--- config.mk ---
export PLATFORM = sky130hd
export DESIGN_NAME = fcps_core
export DESIGN_NICKNAME = d
export VERILOG_FILES = /design/src/fcps_pkg.sv /design/src/fcps_core.sv
export SDC_FILE = /design/constraint.sdc
export NUM_CORES = 1
export LEC_CHECK = 0
export BUFFER_PORTS_ARGS = -buffer_cell sky130_fd_sc_hd__buf_4
export CAP_MARGIN = 25
export CELL_PAD_IN_SITES_DETAIL_PLACEMENT = 2
export CELL_PAD_IN_SITES_GLOBAL_PLACEMENT = 2
export CORE_AREA = 2 2 150 152
export DETAILED_ROUTE_END_ITERATION = 12
export DIE_AREA = 0 0 152 154
export HOLD_SLACK_MARGIN = 0.02
export PLACE_DENSITY_LB_ADDON = 0.05
export SYNTH_ARGS = -nofsm -noshare
export SYNTH_HDL_FRONTEND = slang
export SYNTH_SLANG_ARGS = --single-unit
--- constraint.sdc ---
create_clock -name clk_sys -period 1.9 [get_ports clk_sys]
set_input_delay 0.38 -clock clk_sys [delete_from_list [all_inputs] [get_ports clk_sys]]
set_output_delay 0.38 -clock clk_sys [all_outputs]
set_load 0.02 [all_outputs]
--- src/fcps_pkg.sv ---
// Shared constants and types for the command parameter interpreter
package fcps_pkg;
  // Clock and delay time base
  localparam int unsigned CLK_PERIOD_NS = 40;
  localparam int unsigned DELAY_UNIT_NS = 1000000;
  localparam int unsigned DELAY_UNIT_CYC = DELAY_UNIT_NS / CLK_PERIOD_NS;
  // Configuration defaults after reset
  localparam logic FIFO_EN_LOW_RST = 1'b1;
  localparam logic [3:0] FIFO_THR_RST = 4'h0;
  localparam logic [7:0] PRECOMP_TRK_RST = 8'h00;
  localparam logic LOCK_RST = 1'b0;
  localparam logic SEEK_EN_RST = 1'b0;
  localparam logic [6:0] HLOAD_RST = 7'h01;
  localparam logic [3:0] HUNLOAD_RST = 4'h1;
  // Sector size
  localparam logic [14:0] SECT_BASE_LEN = 15'h0080;
  localparam logic [2:0] SECT_CODE_MAX = 3'h7;
  // Gap 2 lengths
  localparam logic [7:0] GAP2_STD_LEN = 8'h16;
  localparam logic [7:0] GAP2_PERP_LEN = 8'h29;
  // Head numbers and first sector number
  localparam logic HEAD_FIRST = 1'b0;
  localparam logic HEAD_LAST = 1'b1;
  localparam logic [7:0] FIRST_SECTOR = 8'h01;
  // Sequencer states
  typedef enum logic [3:0] {
    FCPS_IDLE = 4'b0001,
    FCPS_SEEK = 4'b0010,
    FCPS_LOAD = 4'b0100,
    FCPS_XFER = 4'b1000
  } fcps_state_t;
endpackage

--- src/fcps_core.sv ---
// Floppy command parameter interpreter and execution sequencer
// How it works
// Implied seek enable set: seek before read/write with cylinder; clear: none.
// End of track is the last sector number of the current track.
// Perpendicular mode gap parameter changes written and expected gap 2.
// Gap length parameter is gap 3 size between sectors.
// Head select is 0 or 1 and is matched against the ID head.
// After head load, wait head load delay before read or write.
// Head unload delay runs from end of execution, then head unloads; code starts it only after read/write, a loaded head stays loaded after a seek.
// Lock keeps FIFO enable, threshold, precomp track over soft reset.
// Density bit one gives MFM, zero gives FM.
// Multi-track treats head 0 then head 1 as one long track.
// Multi-track: after last sector on head 0, continue head 1 sector 1.
// Nonzero size code gives 128 shifted left by code, up to 07.
// Size code 00 means 128-byte sector with short byte count.
// Size code zero takes bytes per sector from short byte count.
// Host must not pick sizes the drive cannot support; unchecked.
// Seek uses the target cylinder as head destination.
// FIFO enable is active low; default after reset is off.
// All command parameters are captured and held during execution.
`timescale 1ns/100ps
`default_nettype none
module fcps_core import fcps_pkg::*; #(
  parameter int unsigned UNIT_CYC = DELAY_UNIT_CYC
) (
  // Clock and reset
  input wire logic clk_sys,
  input wire logic rst,
  input wire logic soft_reset,
  // Command phase parameters
  input wire logic cmd_start,
  input wire logic cmd_rw,
  input wire logic cmd_seek,
  input wire logic multi_track_flag,
  input wire logic mfm_select,
  input wire logic head_side_select,
  input wire logic [7:0] cylinder,
  input wire logic [7:0] start_sector,
  input wire logic [2:0] sector_size_code,
  input wire logic [7:0] end_of_track_sector,
  input wire logic [7:0] inter_sector_gap_size,
  input wire logic [7:0] short_sector_byte_count,
  input wire logic [7:0] target_cylinder,
  // Specify, configure, lock and perpendicular settings
  input wire logic spec_write,
  input wire logic [6:0] head_load_delay,
  input wire logic [3:0] head_unload_delay,
  input wire logic cfg_write,
  input wire logic implied_seek_enable,
  input wire logic fifo_enable_low,
  input wire logic [3:0] fifo_threshold,
  input wire logic [7:0] precomp_start_track,
  input wire logic lock_write,
  input wire logic lock_value,
  input wire logic perp_write,
  input wire logic perp_gap_select,
  // Drive and data path events
  input wire logic seek_done,
  input wire logic sector_done,
  input wire logic id_valid,
  input wire logic id_head,
  // Drive and data path controls
  output logic busy_r,
  output logic seek_req_r,
  output logic [7:0] seek_cyl_r,
  output logic head_load_r,
  output logic head_sel_r,
  output logic [7:0] sector_r,
  output logic xfer_active_r,
  output logic exec_done_r,
  output logic [14:0] sector_len_r,
  output logic [14:0] xfer_bytes_r,
  output logic [7:0] gap3_len_r,
  output logic [7:0] gap2_len_r,
  output logic mfm_mode_r,
  output logic head_match_r,
  // Configuration state
  output logic fifo_enable_low_r,
  output logic [3:0] fifo_threshold_r,
  output logic [7:0] precomp_track_r,
  output logic lock_r
);

  // Sector length from size code
  function automatic logic [14:0] sect_len(input logic [2:0] code);
    sect_len = SECT_BASE_LEN << code;
  endfunction

  // Bytes moved per sector
  function automatic logic [14:0] sect_bytes(input logic [2:0] code,
                                             input logic [7:0] short_cnt);
    sect_bytes = (code == 3'h0) ? {7'h00, short_cnt} :
                 sect_len(code);
  endfunction

  // Configuration group
  logic seek_en_r, seek_en_nxt;
  logic [6:0] hload_r, hload_nxt;
  logic [3:0] hunload_r, hunload_nxt;
  logic perp_gap_r, perp_gap_nxt;
  logic fifo_enable_low_nxt, lock_nxt;
  logic [3:0] fifo_threshold_nxt;
  logic [7:0] precomp_track_nxt;
  always_comb begin
    seek_en_nxt = seek_en_r;
    hload_nxt = hload_r;
    hunload_nxt = hunload_r;
    perp_gap_nxt = perp_gap_r;
    fifo_enable_low_nxt = fifo_enable_low_r;
    fifo_threshold_nxt = fifo_threshold_r;
    precomp_track_nxt = precomp_track_r;
    lock_nxt = lock_r;
    if (soft_reset && !lock_r) begin
      fifo_enable_low_nxt = FIFO_EN_LOW_RST;
      fifo_threshold_nxt = FIFO_THR_RST;
      precomp_track_nxt = PRECOMP_TRK_RST;
    end else if (cfg_write) begin
      fifo_enable_low_nxt = fifo_enable_low;
      fifo_threshold_nxt = fifo_threshold;
      precomp_track_nxt = precomp_start_track;
    end
    if (cfg_write) begin
      seek_en_nxt = implied_seek_enable;
    end
    if (spec_write) begin
      hload_nxt = head_load_delay;
      hunload_nxt = head_unload_delay;
    end
    if (perp_write) begin
      perp_gap_nxt = perp_gap_select;
    end
    if (lock_write) begin
      lock_nxt = lock_value;
    end
  end

  always_ff @(posedge clk_sys) begin
    if (rst) begin
      seek_en_r <= SEEK_EN_RST;
      hload_r <= HLOAD_RST;
      hunload_r <= HUNLOAD_RST;
      perp_gap_r <= 1'b0;
      fifo_enable_low_r <= FIFO_EN_LOW_RST;
      fifo_threshold_r <= FIFO_THR_RST;
      precomp_track_r <= PRECOMP_TRK_RST;
      lock_r <= LOCK_RST;
    end else begin
      seek_en_r <= seek_en_nxt;
      hload_r <= hload_nxt;
      hunload_r <= hunload_nxt;
      perp_gap_r <= perp_gap_nxt;
      fifo_enable_low_r <= fifo_enable_low_nxt;
      fifo_threshold_r <= fifo_threshold_nxt;
      precomp_track_r <= precomp_track_nxt;
      lock_r <= lock_nxt;
    end
  end

  // Delay unit divider
  logic [31:0] div_r, div_nxt;
  logic tick_r, tick_nxt;
  always_comb begin
    tick_nxt = (div_r >= UNIT_CYC - 1);
    div_nxt = tick_nxt ? 32'h0 : div_r + 32'h1;
  end
  always_ff @(posedge clk_sys) begin
    if (rst) begin
      div_r <= 32'h0;
      tick_r <= 1'b0;
    end else begin
      div_r <= div_nxt;
      tick_r <= tick_nxt;
    end
  end

  // Sequencer group
  fcps_state_t state_r, state_nxt;
  logic multi_r, multi_nxt, rw_r, rw_nxt;
  logic [7:0] last_sect_r, last_sect_nxt;
  logic [6:0] load_cnt_r, load_cnt_nxt;
  logic [3:0] unl_cnt_r, unl_cnt_nxt;
  logic unl_run_r, unl_run_nxt;
  logic busy_nxt, seek_req_nxt, head_load_nxt, head_sel_nxt;
  logic [7:0] seek_cyl_nxt, sector_nxt, gap3_len_nxt, gap2_len_nxt;
  logic xfer_active_nxt, exec_done_nxt, mfm_mode_nxt, head_match_nxt;
  logic [14:0] sector_len_nxt, xfer_bytes_nxt;
  always_comb begin
    state_nxt = state_r;
    multi_nxt = multi_r;
    rw_nxt = rw_r;
    last_sect_nxt = last_sect_r;
    load_cnt_nxt = load_cnt_r;
    unl_cnt_nxt = unl_cnt_r;
    unl_run_nxt = unl_run_r;
    seek_req_nxt = seek_req_r;
    seek_cyl_nxt = seek_cyl_r;
    head_load_nxt = head_load_r;
    head_sel_nxt = head_sel_r;
    sector_nxt = sector_r;
    gap3_len_nxt = gap3_len_r;
    gap2_len_nxt = perp_gap_r ? GAP2_PERP_LEN : GAP2_STD_LEN;
    mfm_mode_nxt = mfm_mode_r;
    sector_len_nxt = sector_len_r;
    xfer_bytes_nxt = xfer_bytes_r;
    head_match_nxt = head_match_r;
    exec_done_nxt = 1'b0;
    if (id_valid) begin
      head_match_nxt = (id_head == head_sel_r);
    end
    // Unload timer counts only while idle with the head loaded
    if (unl_run_r && tick_r) begin
      if (unl_cnt_r <= 4'h1) begin
        unl_run_nxt = 1'b0;
        head_load_nxt = 1'b0;
      end else begin
        unl_cnt_nxt = unl_cnt_r - 4'h1;
      end
    end
    unique case (state_r)
      FCPS_IDLE: begin
        if (cmd_start && (cmd_rw || cmd_seek)) begin
          multi_nxt = multi_track_flag;
          rw_nxt = cmd_rw;
          last_sect_nxt = end_of_track_sector;
          head_sel_nxt = head_side_select;
          sector_nxt = start_sector;
          gap3_len_nxt = inter_sector_gap_size;
          mfm_mode_nxt = mfm_select;
          sector_len_nxt = sect_len(sector_size_code);
          xfer_bytes_nxt = sect_bytes(sector_size_code,
                                      short_sector_byte_count);
          unl_run_nxt = 1'b0;
          head_load_nxt = head_load_r;
          if (cmd_seek) begin
            seek_cyl_nxt = target_cylinder;
            seek_req_nxt = 1'b1;
            state_nxt = FCPS_SEEK;
          end else if (seek_en_r) begin
            seek_cyl_nxt = cylinder;
            seek_req_nxt = 1'b1;
            state_nxt = FCPS_SEEK;
          end else begin
            load_cnt_nxt = hload_r;
            state_nxt = head_load_r ? FCPS_XFER : FCPS_LOAD;
          end
        end
      end
      FCPS_SEEK: begin
        if (seek_done) begin
          seek_req_nxt = 1'b0;
          load_cnt_nxt = hload_r;
          if (!rw_r) begin
            exec_done_nxt = 1'b1;
            state_nxt = FCPS_IDLE;
          end else begin
            state_nxt = head_load_r ? FCPS_XFER : FCPS_LOAD;
          end
        end
      end
      FCPS_LOAD: begin
        head_load_nxt = 1'b1;
        if (load_cnt_r == 7'h00) begin
          state_nxt = FCPS_XFER;
        end else if (tick_r) begin
          load_cnt_nxt = load_cnt_r - 7'h01;
        end
      end
      FCPS_XFER: begin
        if (sector_done) begin
          if (sector_r != last_sect_r) begin
            sector_nxt = sector_r + 8'h01;
          end else if (multi_r && head_sel_r == HEAD_FIRST) begin
            head_sel_nxt = HEAD_LAST;
            sector_nxt = FIRST_SECTOR;
          end else begin
            exec_done_nxt = 1'b1;
            unl_cnt_nxt = hunload_r;
            unl_run_nxt = 1'b1;
            state_nxt = FCPS_IDLE;
          end
        end
      end
      default: begin
        state_nxt = FCPS_IDLE;
      end
    endcase
    busy_nxt = (state_nxt != FCPS_IDLE);
    xfer_active_nxt = (state_nxt == FCPS_XFER);
  end

  always_ff @(posedge clk_sys) begin
    if (rst) begin
      state_r <= FCPS_IDLE;
      multi_r <= 1'b0;
      rw_r <= 1'b0;
      last_sect_r <= 8'h00;
      load_cnt_r <= 7'h00;
      unl_cnt_r <= 4'h0;
      unl_run_r <= 1'b0;
      busy_r <= 1'b0;
      seek_req_r <= 1'b0;
      seek_cyl_r <= 8'h00;
      head_load_r <= 1'b0;
      head_sel_r <= HEAD_FIRST;
      sector_r <= 8'h00;
      xfer_active_r <= 1'b0;
      exec_done_r <= 1'b0;
      sector_len_r <= SECT_BASE_LEN;
      xfer_bytes_r <= 15'h0000;
      gap3_len_r <= 8'h00;
      gap2_len_r <= GAP2_STD_LEN;
      mfm_mode_r <= 1'b0;
      head_match_r <= 1'b0;
    end else begin
      state_r <= state_nxt;
      multi_r <= multi_nxt;
      rw_r <= rw_nxt;
      last_sect_r <= last_sect_nxt;
      load_cnt_r <= load_cnt_nxt;
      unl_cnt_r <= unl_cnt_nxt;
      unl_run_r <= unl_run_nxt;
      busy_r <= busy_nxt;
      seek_req_r <= seek_req_nxt;
      seek_cyl_r <= seek_cyl_nxt;
      head_load_r <= head_load_nxt;
      head_sel_r <= head_sel_nxt;
      sector_r <= sector_nxt;
      xfer_active_r <= xfer_active_nxt;
      exec_done_r <= exec_done_nxt;
      sector_len_r <= sector_len_nxt;
      xfer_bytes_r <= xfer_bytes_nxt;
      gap3_len_r <= gap3_len_nxt;
      gap2_len_r <= gap2_len_nxt;
      mfm_mode_r <= mfm_mode_nxt;
      head_match_r <= head_match_nxt;
    end
  end
endmodule
`default_nettype wire

==> results.md <==
* Critical-path maximum fanout at 16
* Ys async rst share at 0%
* WL/cell at 16.72 µm
* RSZ-0062 raised after global routing: no
* Non-filler instance count after layout at 1141
* Clock Sink Count at 141
* Final worst slack at 0.06493 ns
* Largest net degree at the start of global routing at 33
* Antenna diode count at 0
* Starting Density at 26.54%
* Seq/Total Area, Yosys at 49.03%
* Clock-pin slew on the worst setup and hold paths at 0.07 ns
* Post-route ant nets at 0
* Syn. warnings at 0
* Number of buffers added on ports at 169
* Yosys top cell area share at 49.03%
* Number of synthesized register bits at 141
* Critical Path End Type: register
* Final WL at 19080 µm
* Critical path cell sequence: buf_4, or4b_4, buf_12, nor4_2, a21oi_1, o32ai_1
* Root Buffer: clkbuf_16
* H-Tree Depth at 4
* WP data required at 2.23 ns
* Max incr delay on CP at 0.51 ns
* Max-cap violations at 0
* Slowest cell on the critical path: or4b_4
* Area of the core at 21690 µm²
* CTS tree: built
* GPL Wtd Cong at 0.7802
* Row Count at 54
* Pre-Repair DR Iteration Count at 4
* Final #Nets at 948
* CP startpoint kind: register
* Area Growth Syn to Fin at 45.40%
* Initial antenna violation count at 0
* Post-DR vias/cell at 4.726
* FF+latch area at 2825 µm²
* Post-synth EDFFs at 0
* Hold slack at 0.1627 ns
* GRT Resource Usage Total at 16.23%
* Leak Pwr at 0.003566 µW
* Fin. max-slew vios at 0
* Die area at 23410 µm²
* Multi-input gate area at 2825 µm²
* Total gr overflow at 0
* Die width at 152 µm
* TNS Setup at 0 ns
* Fmax at 544.9 MHz
* Status: finished clean
* Tcrit/Tclk final at 96.58%
* First-pass GRT wire length at 30880 µm
* HP Class: input port to register
* Share of cells above drive strength 1 at 32.64%
* Placed Cells at 1106
* DR DRC count at 0
* IO Count at 179
* Iter 0 DRT Violations at 201
* PwrDens at 911.4 nW/µm²
* Hold buffers post-CTS at 0
* Worst-Skew Late Latency at 0.43 ns
* Final Hold Fails at 0
* Tmin final at 1.835 ns
* Top-count cell post-synth: dfxtp_1
* Fin area at 8371 µm²
* Dominant cells by area after synthesis: dfxtp_1 (49%), mux2i_1 (6.8%), nor2_1 (6.0%)
* Distinct cells, synth at 58
* Fillers at 2406
* Avg Cell Area, Syn at 9.080 µm²
* CTS Buf Count at 17
* Ys flop type: dfxtp_1
* Crit path max-delay family: simple AND/OR/NAND/NOR gates
* Max IR drop VDD at 0.4847 mV
* Vias at 5392
* Vias in the first global route at 5970
* Most common library cells after synthesis: dfxtp_1 (141), nor2_1 (92), nand2_1 (77)
* Cell taking the most area after synthesis: dfxtp_1
* Setup WS pre-CTS at -0.1165 ns
* Skew final at 0.009642 ns
* Die Y at 154 µm
* Crit Path Category: register to register
* Worst path buffer plus inverter count at 2
* Syn Inst Count at 634
* Max Root-Sink Buffers at 2
* Placed inst area at 7651 µm²
* Post-Syn Area at 5757 µm²
* Critical Path AT at 2.16 ns
* Final setup fails at 0
* Post-DP HPWL at 14200 µm
[sequential cells by signal, indices dropped and copies added, names as in the netlist, 2 cells and up]
| register | flops |
|---|---|
| load_cnt_r | 7 |
| hunload_r | 4 |
| hload_r | 7 |
| precomp_track_r | 8 |
| sector_len_r | 6 |
| sector_r | 8 |
| div_r | 32 |
| fifo_threshold_r | 4 |
| last_sect_r | 8 |
| unl_cnt_r | 4 |
| state_r | 4 |
| xfer_bytes_r | 15 |
| seek_cyl_r | 8 |
| gap2_len_r | 2 |
| gap3_len_r | 8 |
[through the flow]
| stage | util [%] | power [µW] |
|---|---|---|
| global route | 38.59 | 8005 |
| floorplan | - | 3786 |
| CTS | 38.06 | 7755 |
| detailed placement | 35.28 | 4323 |
| global placement | 35.28 | 4286 |
| finish | 38.59 | 7629 |
[cell usage in the layout, fill, tap and decap left out, types with 10 or more instances in the layout]
cell and instances:
nor3_1 10, dfxtp_1 139, nor2_1 91, xor2_1 17, conb_1 26, a21oi_1 49, nand2_1 77, nand3_1 12
a211oi_1 14, mux2i_1 39, inv_1 12, buf_4 211, a22oi_1 13, clkbuf_16 17
[final cells by class]
cell class,count,area share [%]
multi-input cells,457,33.75
well taps,280,4.185
flip-flops and latches,141,33.75
clock inverters,13,1.868
inverters,12,0.5381
repair buffers,219,20.73
clock buffers,19,5.172
[worst reg2reg max path, cell delays in order, from the launching register on]
cell and delay [ns]:
dfxtp_1 0.33, buf_4 0.15, or4b_4 0.51, buf_12 0.18, nor4_2 0.23, a21oi_1 0.07
o32ai_1 0.28
[cells by family after synthesis]
kind of cell	count (synthesis)	synth area share [%]
fa+ha+maj	5	1.087
xor+xnor	25	3.804
mux	39	6.781
compound gates	123	13.84
simple gates	238	19.89
buf+inv	62	5.499
flops	141	49.03
other cells	1	0.06514
[final timing paths]
check / depth (start not counted) / slack (ns) / end / start
min: 2 / 0.16 / fifo_enable_low_r$_SDFFE_PP1P_ / fifo_enable_low
max reg2reg: 6 / 0.06 / load_cnt_r[5]$_SDFFE_PP0P_ / state_r[2]$_SDFF_PP0_
max: 6 / 0.06 / load_cnt_r[5]$_SDFFE_PP0P_ / state_r[2]$_SDFF_PP0_
min reg2reg: 2 / 0.46 / gap3_len_r[0]$_SDFFE_PP0P_ / gap3_len_r[0]$_SDFFE_PP0P_
[layer usage]
layer	part of all wire, %	vias up	GRT usage [%]
met4	1.4	0	5.162
met1	44	2626	19.45
met3	5.0	25	4.284
li1	-	2609	-
met2	50	132	28.36
met5	0	-	0
[power by group]
part	total [µW]	leakage [µW]	internal [µW]	switching (µW)
sequential	3180	0.00116	3090	85.5
clock	3360	0.000281	1970	1390
combinational	1090	0.00213	516	574
[timing repair]
action | in CTS | in global routing
gates cloned | 0 | 1
pin swaps | 0 | 5
buffers inserted | 0 | 2
endpoints found under the setup margin | 25 | 49
resized for setup | 4 | 23
(Power assumes the default switching activity.)
